`config.mk`:
```
export PLATFORM = sky130hd
export DESIGN_NAME = dtc_top
export DESIGN_NICKNAME = d
export VERILOG_FILES = /design/src/include/dtc_pkg.sv /design/src/hw/dtc_top.sv /design/src/hw/dtc_fall_detect.sv /design/src/hw/dtc_counter.sv
export SDC_FILE = /design/constraint.sdc
export NUM_CORES = 1
export LEC_CHECK = 0
export BUFFER_PORTS_ARGS = -buffer_cell sky130_fd_sc_hd__buf_2
export CAP_MARGIN = 40
export CORE_ASPECT_RATIO = 0.6
export CORE_UTILIZATION = 30
export CTS_BUF_LIST = sky130_fd_sc_hd__clkbuf_8
export CTS_CLUSTER_SIZE = 10
export DETAILED_ROUTE_END_ITERATION = 8
export HOLD_SLACK_MARGIN = 0.06
export PLACE_DENSITY = 0.52
export SLEW_MARGIN = 10
export SYNTH_ARGS = -nofsm -noshare
export SYNTH_HDL_FRONTEND = slang
export SYNTH_HIERARCHICAL = 1
export SYNTH_SLANG_ARGS = --single-unit
```
`constraint.sdc`:
```
create_clock -name clk -period 2.2 [get_ports clk]
set_input_delay 0.11 -clock clk [delete_from_list [all_inputs] [get_ports clk]]
set_output_delay 0.11 -clock clk [all_outputs]
set_load 0.1 [all_outputs]
```
`src/include/dtc_pkg.sv`:
```
package dtc_pkg;
    // special function register addresses
    localparam logic [7:0] DTC_ADDR_RUN_IRQ_CTRL = 8'h88;
    localparam logic [7:0] DTC_ADDR_MODE_CTRL = 8'h89;
    localparam logic [7:0] DTC_ADDR_T0_LOW = 8'h8a;
    localparam logic [7:0] DTC_ADDR_T1_LOW = 8'h8b;
    localparam logic [7:0] DTC_ADDR_T0_HIGH = 8'h8c;
    localparam logic [7:0] DTC_ADDR_T1_HIGH = 8'h8d;
    // unimplemented locations read high
    localparam logic [7:0] DTC_UNMAPPED_READ = 8'hff;

    // run and interrupt control field positions
    localparam int DTC_BIT_T1_OVF = 7;
    localparam int DTC_BIT_T1_RUN = 6;
    localparam int DTC_BIT_T0_OVF = 5;
    localparam int DTC_BIT_T0_RUN = 4;
    localparam int DTC_BIT_X1_FLAG = 3;
    localparam int DTC_BIT_X1_TYPE = 2;
    localparam int DTC_BIT_X0_FLAG = 1;
    localparam int DTC_BIT_X0_TYPE = 0;

    // mode control: one nibble per timer, timer 1 in the upper nibble
    localparam int DTC_MODE_T1_LSB = 4;
    localparam int DTC_MODE_T0_LSB = 0;
    localparam int DTC_NIB_GATE = 3;
    localparam int DTC_NIB_CSEL = 2;
    localparam int DTC_NIB_MODE_HI = 1;
    localparam int DTC_NIB_MODE_LO = 0;

    localparam logic [7:0] DTC_RUN_IRQ_RESET = 8'h00;
    localparam logic [7:0] DTC_MODE_RESET = 8'h00;
    localparam logic [7:0] DTC_COUNT_RESET = 8'h00;

    // mode 0 prescaler width in the low byte
    localparam int DTC_PRESCALE_BITS = 5;
    // core clocks per internal timer tick
    localparam int DTC_TICK_DIV = 12;

    typedef enum logic [1:0] {
        DTC_MODE_13BIT = 2'b00,
        DTC_MODE_16BIT = 2'b01,
        DTC_MODE_RELOAD = 2'b10,
        DTC_MODE_SPLIT = 2'b11
    } dtc_mode_e;
endpackage

```
`src/hw/dtc_top.sv`:
```
`timescale 1ns/1ps
// Functional notes
// - each timer sets its own overflow flag when it overflows, except timer 1 while timer 0 is split
// - overflow flag clears on vectoring; software may also set or clear it
// - software run bit per timer turns it on or off
// - external interrupt flag sets on configured edge or level at its pin
// - edge mode flag clears on vectoring; level mode flag follows the pin
// - software type bit per input selects falling edge or low level
// - gate set: timer advances only with pin high and run bit set
// - gate clear: timer advances whenever run bit set, pin ignored
// - counter-select clear: timer counts internal clock ticks
// - counter-select set: timer counts falling edges of its count pin
// - mode 0: 8-bit counter behind a 5-bit prescaler
// - mode 1: one 16-bit counter, no prescaler
// - mode 2: 8-bit low byte reloads from high byte on overflow
// - mode 3: timer 0 splits in two; timer 1 stops
module dtc_top import dtc_pkg::*; #(
    parameter int TICK_DIV = DTC_TICK_DIV
) (
    input wire logic clk,
    input wire logic rstn,
    input wire logic [7:0] sfr_addr,
    input wire logic sfr_wr,
    input wire logic sfr_rd,
    input wire logic [7:0] sfr_wdata,
    output logic [7:0] sfr_rdata,
    input wire logic ext_irq_pin_0,
    input wire logic ext_irq_pin_1,
    input wire logic count_pin_0,
    input wire logic count_pin_1,
    input wire logic timer0_vector_ack,
    input wire logic timer1_vector_ack,
    input wire logic ext_irq0_vector_ack,
    input wire logic ext_irq1_vector_ack,
    output logic timer0_overflow_flag,
    output logic timer1_overflow_flag,
    output logic ext_irq0_flag,
    output logic ext_irq1_flag
);
    localparam int TICK_W = (TICK_DIV > 1) ? $clog2(TICK_DIV) : 1;
    localparam logic [TICK_W-1:0] TICK_LAST = TICK_W'(TICK_DIV - 1);

    logic [7:0] timer_mode_control;
    logic timer0_run_control;
    logic timer1_run_control;
    logic ext_irq0_trigger_type;
    logic ext_irq1_trigger_type;
    logic [TICK_W-1:0] tick_cnt;
    logic tick;
    logic [3:0] falls;
    logic [7:0] timer0_low_byte;
    logic [7:0] timer0_high_byte;
    logic [7:0] timer1_low_byte;
    logic [7:0] timer1_high_byte;
    logic [3:0] nib0;
    logic [3:0] nib1;
    logic [1:0] mode0;
    logic [1:0] mode1;
    logic run0;
    logic run1;
    logic inc0;
    logic inc1;
    logic inc0_hi;
    logic ovf0;
    logic ovf0_hi;
    logic ovf1;
    logic set_tf0;
    logic set_tf1;
    logic wr_ctrl;
    logic wr_mode;

    initial begin
        if (TICK_DIV < 1) begin
            $error("dtc_top: TICK_DIV must be at least 1");
        end
    end

    assign wr_ctrl = sfr_wr && (sfr_addr == DTC_ADDR_RUN_IRQ_CTRL);
    assign wr_mode = sfr_wr && (sfr_addr == DTC_ADDR_MODE_CTRL);

    // internal clock: one-cycle tick every TICK_DIV core clocks
    always_ff @(posedge clk) begin
        if (!rstn) begin
            tick_cnt <= '0;
            tick <= 1'b0;
        end else begin
            tick <= (tick_cnt == TICK_LAST);
            tick_cnt <= (tick_cnt == TICK_LAST) ? '0 : tick_cnt + 1'b1;
        end
    end

    // falling edges of count pins (bits 0,1) and interrupt pins (bits 2,3)
    dtc_fall_detect #(
        .W(4)
    ) u_falls (
        .clk(clk),
        .rstn(rstn),
        .level_in({ext_irq_pin_1, ext_irq_pin_0, count_pin_1, count_pin_0}),
        .fall(falls)
    );

    always_ff @(posedge clk) begin
        if (!rstn) begin
            timer_mode_control <= DTC_MODE_RESET;
        end else if (wr_mode) begin
            timer_mode_control <= sfr_wdata;
        end
    end

    always_ff @(posedge clk) begin
        if (!rstn) begin
            timer0_run_control <= DTC_RUN_IRQ_RESET[DTC_BIT_T0_RUN];
            timer1_run_control <= DTC_RUN_IRQ_RESET[DTC_BIT_T1_RUN];
            ext_irq0_trigger_type <= DTC_RUN_IRQ_RESET[DTC_BIT_X0_TYPE];
            ext_irq1_trigger_type <= DTC_RUN_IRQ_RESET[DTC_BIT_X1_TYPE];
        end else if (wr_ctrl) begin
            timer0_run_control <= sfr_wdata[DTC_BIT_T0_RUN];
            timer1_run_control <= sfr_wdata[DTC_BIT_T1_RUN];
            ext_irq0_trigger_type <= sfr_wdata[DTC_BIT_X0_TYPE];
            ext_irq1_trigger_type <= sfr_wdata[DTC_BIT_X1_TYPE];
        end
    end

    assign nib0 = timer_mode_control[DTC_MODE_T0_LSB +: 4];
    assign nib1 = timer_mode_control[DTC_MODE_T1_LSB +: 4];
    assign mode0 = {nib0[DTC_NIB_MODE_HI], nib0[DTC_NIB_MODE_LO]};
    assign mode1 = {nib1[DTC_NIB_MODE_HI], nib1[DTC_NIB_MODE_LO]};

    // gate: pin high is needed only while the gate bit is set
    assign run0 = timer0_run_control
        && (!nib0[DTC_NIB_GATE] || ext_irq_pin_0);
    assign run1 = timer1_run_control
        && (!nib1[DTC_NIB_GATE] || ext_irq_pin_1);

    // counter-select picks the pin edge, otherwise the internal tick
    assign inc0 = run0 && (nib0[DTC_NIB_CSEL] ? falls[0] : tick);
    assign inc1 = run1 && (mode1 != DTC_MODE_SPLIT)
        && (nib1[DTC_NIB_CSEL] ? falls[1] : tick);
    // split high half is a plain timer run by timer 1's run bit only
    assign inc0_hi = timer1_run_control && tick;

    dtc_counter #(
        .SPLIT_OK(1'b1)
    ) u_timer0 (
        .clk(clk),
        .rstn(rstn),
        .mode(mode0),
        .inc(inc0),
        .inc_hi(inc0_hi),
        .wr_lo(sfr_wr && sfr_addr == DTC_ADDR_T0_LOW),
        .wr_hi(sfr_wr && sfr_addr == DTC_ADDR_T0_HIGH),
        .wdata(sfr_wdata),
        .lo(timer0_low_byte),
        .hi(timer0_high_byte),
        .ovf(ovf0),
        .ovf_hi(ovf0_hi)
    );

    dtc_counter #(
        .SPLIT_OK(1'b0)
    ) u_timer1 (
        .clk(clk),
        .rstn(rstn),
        .mode(mode1),
        .inc(inc1),
        .inc_hi(1'b0),
        .wr_lo(sfr_wr && sfr_addr == DTC_ADDR_T1_LOW),
        .wr_hi(sfr_wr && sfr_addr == DTC_ADDR_T1_HIGH),
        .wdata(sfr_wdata),
        .lo(timer1_low_byte),
        .hi(timer1_high_byte),
        .ovf(ovf1),
        .ovf_hi()
    );

    // while timer 0 is split, its high half owns timer 1's flag
    assign set_tf0 = ovf0;
    assign set_tf1 = (mode0 == DTC_MODE_SPLIT) ? ovf0_hi : ovf1;

    // hardware set wins over vector clear and software write
    always_ff @(posedge clk) begin
        if (!rstn) begin
            timer0_overflow_flag <= DTC_RUN_IRQ_RESET[DTC_BIT_T0_OVF];
            timer1_overflow_flag <= DTC_RUN_IRQ_RESET[DTC_BIT_T1_OVF];
        end else begin
            if (set_tf0) begin
                timer0_overflow_flag <= 1'b1;
            end else if (wr_ctrl) begin
                timer0_overflow_flag <= sfr_wdata[DTC_BIT_T0_OVF];
            end else if (timer0_vector_ack) begin
                timer0_overflow_flag <= 1'b0;
            end
            if (set_tf1) begin
                timer1_overflow_flag <= 1'b1;
            end else if (wr_ctrl) begin
                timer1_overflow_flag <= sfr_wdata[DTC_BIT_T1_OVF];
            end else if (timer1_vector_ack) begin
                timer1_overflow_flag <= 1'b0;
            end
        end
    end

    // level mode: flag mirrors the active-low pin, so software writes have no effect
    always_ff @(posedge clk) begin
        if (!rstn) begin
            ext_irq0_flag <= DTC_RUN_IRQ_RESET[DTC_BIT_X0_FLAG];
        end else if (!ext_irq0_trigger_type) begin
            ext_irq0_flag <= ~ext_irq_pin_0;
        end else if (falls[2]) begin
            ext_irq0_flag <= 1'b1;
        end else if (wr_ctrl) begin
            ext_irq0_flag <= sfr_wdata[DTC_BIT_X0_FLAG];
        end else if (ext_irq0_vector_ack) begin
            ext_irq0_flag <= 1'b0;
        end
    end

    always_ff @(posedge clk) begin
        if (!rstn) begin
            ext_irq1_flag <= DTC_RUN_IRQ_RESET[DTC_BIT_X1_FLAG];
        end else if (!ext_irq1_trigger_type) begin
            ext_irq1_flag <= ~ext_irq_pin_1;
        end else if (falls[3]) begin
            ext_irq1_flag <= 1'b1;
        end else if (wr_ctrl) begin
            ext_irq1_flag <= sfr_wdata[DTC_BIT_X1_FLAG];
        end else if (ext_irq1_vector_ack) begin
            ext_irq1_flag <= 1'b0;
        end
    end

    // read data registered one cycle after the strobe
    always_ff @(posedge clk) begin
        if (!rstn) begin
            sfr_rdata <= 8'h00;
        end else if (sfr_rd) begin
            case (sfr_addr)
                DTC_ADDR_RUN_IRQ_CTRL: begin
                    sfr_rdata <= {timer1_overflow_flag, timer1_run_control,
                        timer0_overflow_flag, timer0_run_control,
                        ext_irq1_flag, ext_irq1_trigger_type,
                        ext_irq0_flag, ext_irq0_trigger_type};
                end
                DTC_ADDR_MODE_CTRL: sfr_rdata <= timer_mode_control;
                DTC_ADDR_T0_LOW: sfr_rdata <= timer0_low_byte;
                DTC_ADDR_T1_LOW: sfr_rdata <= timer1_low_byte;
                DTC_ADDR_T0_HIGH: sfr_rdata <= timer0_high_byte;
                DTC_ADDR_T1_HIGH: sfr_rdata <= timer1_high_byte;
                default: sfr_rdata <= DTC_UNMAPPED_READ;
            endcase
        end
    end
endmodule

```
`src/hw/dtc_fall_detect.sv`:
```
`timescale 1ns/1ps
module dtc_fall_detect import dtc_pkg::*; #(
    parameter int W = 4
) (
    input wire logic clk,
    input wire logic rstn,
    input wire logic [W-1:0] level_in,
    output logic [W-1:0] fall
);
    logic [W-1:0] prev;

    initial begin
        if (W < 1) begin
            $error("dtc_fall_detect: W must be at least 1");
        end
    end

    // prev resets high so a pin held low at reset gives a falling edge
    for (genvar i = 0; i < W; i++) begin : g_bit
        always_ff @(posedge clk) begin
            if (!rstn) begin
                prev[i] <= 1'b1;
                fall[i] <= 1'b0;
            end else begin
                prev[i] <= level_in[i];
                fall[i] <= prev[i] & ~level_in[i];
            end
        end
    end
endmodule

```
`src/hw/dtc_counter.sv`:
```
`timescale 1ns/1ps
module dtc_counter import dtc_pkg::*; #(
    parameter bit SPLIT_OK = 1'b1
) (
    input wire logic clk,
    input wire logic rstn,
    input wire logic [1:0] mode,
    input wire logic inc,
    input wire logic inc_hi,
    input wire logic wr_lo,
    input wire logic wr_hi,
    input wire logic [7:0] wdata,
    output logic [7:0] lo,
    output logic [7:0] hi,
    output logic ovf,
    output logic ovf_hi
);
    localparam logic [DTC_PRESCALE_BITS-1:0] PRE_MAX = '1;
    logic [15:0] next_wide;
    logic pre_wrap;

    assign next_wide = {hi, lo} + 16'h0001;
    assign pre_wrap = (lo[DTC_PRESCALE_BITS-1:0] == PRE_MAX);

    // software writes win over a same-cycle increment
    always_ff @(posedge clk) begin
        if (!rstn) begin
            lo <= DTC_COUNT_RESET;
            ovf <= 1'b0;
        end else begin
            ovf <= 1'b0;
            if (wr_lo) begin
                lo <= wdata;
            end else if (inc) begin
                case (mode)
                    DTC_MODE_13BIT: begin
                        // upper three low-byte bits are left alone
                        lo[DTC_PRESCALE_BITS-1:0] <= pre_wrap ? '0
                            : lo[DTC_PRESCALE_BITS-1:0] + 1'b1;
                        ovf <= pre_wrap && (hi == 8'hff);
                    end
                    DTC_MODE_16BIT: begin
                        lo <= next_wide[7:0];
                        ovf <= ({hi, lo} == 16'hffff);
                    end
                    DTC_MODE_RELOAD: begin
                        lo <= (lo == 8'hff) ? hi : lo + 8'h01;
                        ovf <= (lo == 8'hff);
                    end
                    default: begin
                        lo <= lo + 8'h01;
                        ovf <= (lo == 8'hff);
                    end
                endcase
            end
        end
    end

    always_ff @(posedge clk) begin
        if (!rstn) begin
            hi <= DTC_COUNT_RESET;
            ovf_hi <= 1'b0;
        end else begin
            ovf_hi <= 1'b0;
            if (wr_hi) begin
                hi <= wdata;
            end else if (mode == DTC_MODE_SPLIT && SPLIT_OK) begin
                if (inc_hi) begin
                    hi <= hi + 8'h01;
                    ovf_hi <= (hi == 8'hff);
                end
            end else if (inc && mode == DTC_MODE_13BIT && pre_wrap) begin
                hi <= hi + 8'h01;
            end else if (inc && mode == DTC_MODE_16BIT) begin
                hi <= next_wide[15:8];
            end
        end
    end
endmodule

```
# Word level (Yosys, flattened, before mapping)
# Cells that the tools add are included.
# Widths: inputs -> output; s select.
# classes
add_sub_neg	9
n_eq_ne	26
muxes	40
bitwise_logic	13
reduce_logical	39
# ops
cell	n
$mux 8	14
$eq 8x8->1 const B	10
$pmux 8 s6	1
$add 16x1->16 const B	2
$add 8x1->8 const B	4
$eq 16x16->1 const B	2
$pmux 5 s3	2
$logic_and 1x1->1	20
$pmux 3 s3	2
$mux 1	17
$add 5x1->5 const B	2
$eq 5x5->1 const B	2
$mux 5	2
$not 1->1	9
$reduce_bool 3->1	3
$ne 4x2->1 const B	2
$eq 2x2->1 const B	3
$reduce_and 2->1	3
$reduce_or 3->1	2
$add 4x1->4 const B	1
$and 1x1->1	4
$eq 2x1->1 const B	2
$eq 4x4->1 const B	1
$logic_not 2->1	2
other kinds (10)	15
# totals
regBits	72
input_bits	28
out_inout_bits	12
word_cells	156

# Longest topological paths before layout
# logic_depth
depth_word	9
ltp_mapped	10
depth_no_buf	8

# Hierarchy
# The synthesis kept the hierarchy.
# modules_own_cells
mod	n_inst	cells_each	area_each_um2	seq_area_each_um2
dtc_top	1	198	1697.9	580.6
dtc_counter at u_timer0	1	195	1476.4	360.3
dtc_counter at u_timer1	1	180	1325.0	340.3
dtc_fall_detect	1	16	220.2	160.2

# Least setup slack after synthesis
# Ideal clock, no wire load.
# synth_path
path_type	reg-to-reg
from	register u_timer1.lo[0]
to	register u_timer1.hi[7]
setup_time_ns	0.074
t_arrival_ns	1.983
t_required_ns	2.126
path_slack_ns	0.143
path_stages_with_launch	10
n_path_buf	1
period_less_slack_ns	2.057
path_cell_list	dfxtp_1 -> ha_1 -> nand3_1 -> buf_2 -> inv_1 -> ha_1 -> nand3_1 -> o21a_1 -> or4_1 -> a31oi_1
# synth_via
elab_chain_cells	4
elab_cells_between_ends	7
classes_between	add/sub (1); eq/ne (1); mux (3); reduce/logical (2)
# synth_lines
item	line	source
start, declared	dtc_counter.sv:13	output logic [7:0] lo,
start signal, assigned	dtc_counter.sv:33	lo <= wdata;
start signal, assigned by index	dtc_counter.sv:38	lo[DTC_PRESCALE_BITS-1:0] <= pre_wrap ? '0
start signal, assigned	dtc_counter.sv:43	lo <= next_wide[7:0];
$add 16x1->16 / $eq 5x5->1 (equally long branches)	dtc_counter.sv:22, dtc_counter.sv:23	
$mux 8 / $logic_and 1x1->1 (equally long branches)	dtc_counter.sv:74, dtc_counter.sv:72	
$mux 8	dtc_counter.sv:72	end else if (inc && mode == DTC_MODE_13BIT && pre_wrap) begin
$mux 8	dtc_counter.sv:65	if (wr_hi) begin
end signal, assigned	dtc_counter.sv:66	hi <= wdata;
end signal, assigned	dtc_counter.sv:73	hi <= hi + 8'h01;
end signal, assigned	dtc_counter.sv:75	hi <= next_wide[15:8];
end, declared	dtc_counter.sv:14	output logic [7:0] hi,
# Parallel ways exist; a longest one is shown, timed or not. The select of a mux whose other input is x is not followed.
# A chain may end at the register's enable or synchronous reset.

# Final worst setup path
# Same ends and word-level chain as after synthesis.

==> results.txt <==
Number of port buffers -> 39
Worst slew margin -> 55.3%
Clk slew on worst S/H paths -> 90 ps
Row count -> 35
Status -> finished, final reports clean
WHS Endpoint -> timer1_overflow_flag
Critical path peak fanout -> 6
Clk sinks -> 72
Largest net degree at the start of global routing -> 29
Die area -> 16200 sq um
Layout Area Growth over Synthesis -> 17.4%
Synthesized area -> 4700 sq um
Total track usage -> 21.4%
Mapped Cells -> 586
Ant diodes -> 0
Leak Pwr -> 2.12 nW
Hold path start -> timer1_vector_ack
Flop pwr share -> 48.7%
# nets final -> 686
Share of layout cells above drive strength 1 -> 17.5%
WL met2 -> 6.05 mm
Cell Pwr Density -> 503 nW/um^2
Die Y -> 99 microns
Crit path time final -> 2100 ps
Logic pwr share -> 11.4%
Total CTS buffers -> 9
R2R Path End -> u_timer1/hi[7]
MaxCap Viol Count -> 0
Core Area -> 15300 sq um
Critical Path End Type -> register
Syn Nets -> 630
Reg2reg path depth -> 8
I/O Pins -> 40
CP Class -> register to register
DP HPWL -> 12.8 mm
Most frequent cell on the critical path -> ha_1
Layout Cell Area excl Fill -> 5520 sq um
Switch Pwr -> 0.000830 W
Most frequent cells in the layout -> 71 x dfxtp_1, 49 x o21ai_0, 43 x nor2_1, 41 x nand2_1, 39 x buf_2
Remaining antenna violation count after routing -> 0
Final Skew -> 11.3 ps
Max frequency -> 477 MHz
Global route overflow -> 0
Met1 WL -> 8.57 mm
Hold WS -> 109 ps
Slew @ Worst Pin -> 664 ps
Hold path cells -> 4
Iteration-0 DRC Markers -> 647
R2r setup slk -> 100 ps
Worst EP arrival -> 2390 ps
HP Class -> primary input to register
Number of global-route vias before repair -> 4380
Worst skew pair latency -> 370 ps
Crit-path cells -> ha_1, nand3_1, inv_1, ha_1, a21o_1, nand3_2, or4_1, a31oi_1
Die Width -> 164 microns
CP max-delay cell -> or4_1
Final period util -> 95.3%
RSZ-0062 raised after global routing -> no
Number of synthesis warnings -> 6
Via count -> 4862
Pre-CTS worst setup slack -> 123 ps
Initial antenna violation count -> 0
Starting density of the core -> 30.7%
Slew Limit Fails -> 0
CTS tree -> yes
Clock Tree Buf Depth -> 2
Crit path required time -> 2500 ps
Uppermost routed layer -> met4
Critical path startpoint category -> register
Setup violators final -> 0
Worst r2r src -> u_timer1/lo[0]
CTS Root Cell -> clkbuf_8
Global-route wire length before repair -> 25.8 mm
Syn Area/Cell -> 8.03 sq um
Drt wl/cell -> 19.7 microns
Post-Route WL -> 16.8 mm
Residual DRC -> 0
DP Area -> 5240 sq um
First-pass DRT Iterations -> 5
Setup TNS -> 0 ps
FF/Latch Area -> 1440 sq um
Metal3 WL -> 1.84 mm
H-Tree Depth -> 3
Multi-input logic area -> 3000 sq um
RD Place Congestion -> 0.944
CP peak stage delay -> 490 ps
Endpoints failing hold -> 0
Final setup margin -> 104 ps
Vias/cell -> 5.72
Worst IR Drop VDD -> 0.285 mV
Most common cell after layout, fill and taps aside -> dfxtp_1
Clock Power Share -> 39.9%
Sw Ratio -> 29.9%
FILL cells -> 1600
Internal Power -> 0.00195 W
## worst max-delay path: cells and delay by family (launching register included)
kind,cells,cell delay (ps)
AND/OR/NAND/NOR,3,790
adder cells (fa/ha/maj),2,390
AO/OA/AOI/OAI,2,390
flip-flops,1,340
buffers and inverters,1,120
## what timing repair did
item / CTS / global route
buffers inserted: 0 / 1
endpoints found under the setup margin: 0 / 9
hold buffers: 5 / 0
hold endpoints to repair: 9 / 0
resized for setup: 0 / 8
## per-stage QoR
stage	power, W	utilization (%)	cells
after floorplan	0.00158	-	586
after global placement	0.00169	34.2	828
after detailed placement	0.00169	34.2	828
after CTS	0.00280	35.8	849
after global routing	0.00288	36.0	850
final	0.00278	36.0	850
## sequential cells by signal, summed over array words and instances (netlist names), 4 cells and up
| register | cells |
|---|---|
| u_timer0/hi | 8 |
| timer_mode_control | 8 |
| sfr_rdata | 8 |
| u_timer0/lo | 8 |
| u_falls/fall | 4 |
| u_timer1/lo | 8 |
| u_timer1/hi | 8 |
| u_falls/prev | 4 |
| tick_cnt | 4 |
## power by group through the flow
stage	combinational (W)	sequential, W	clock [W]
after floorplan	0.000109	0.00147	0
after global placement	0.000305	0.00138	0
after detailed placement	0.000308	0.00138	0
after CTS	0.000315	0.00135	0.00113
after global routing	0.000337	0.00136	0.00119
final	0.000315	0.00135	0.00111
## area by class of cell
cell class,instances,area share (%)
Multi-Input combinational cell,450,54.3
Sequential cell,72,26.1
Timing Repair Buffer,79,9.42
Tap cell,203,4.60
Clock buffer,9,2.24
Inverter,30,2.04
Clock inverter,7,1.31
## worst max path at each step
stage                   startpoint        endpoint  slack [ps]  depth (start not counted)
floorplan           u_timer1/lo[0]  u_timer1/hi[7]         140                          9
detailed placement  u_timer0/lo[1]  u_timer0/hi[2]         120                          8
CTS                 u_timer1/lo[0]  u_timer1/hi[4]         100                          8
finish              u_timer1/lo[0]  u_timer1/hi[7]         100                          8
global route        u_timer1/lo[1]  u_timer1/hi[7]           1                          8
global placement    u_timer0/lo[1]  u_timer0/hi[2]         170                          8
## metal layers
layer | GRT usage (%) | up-vias
met5 | 0 | -
met4 | 5.34 | 0
met3 | 7.45 | 23
met2 | 26.1 | 242
met1 | 33.8 | 2305
li1 | - | 2292
No activity file was read; power rests on OpenSTA's default activity.
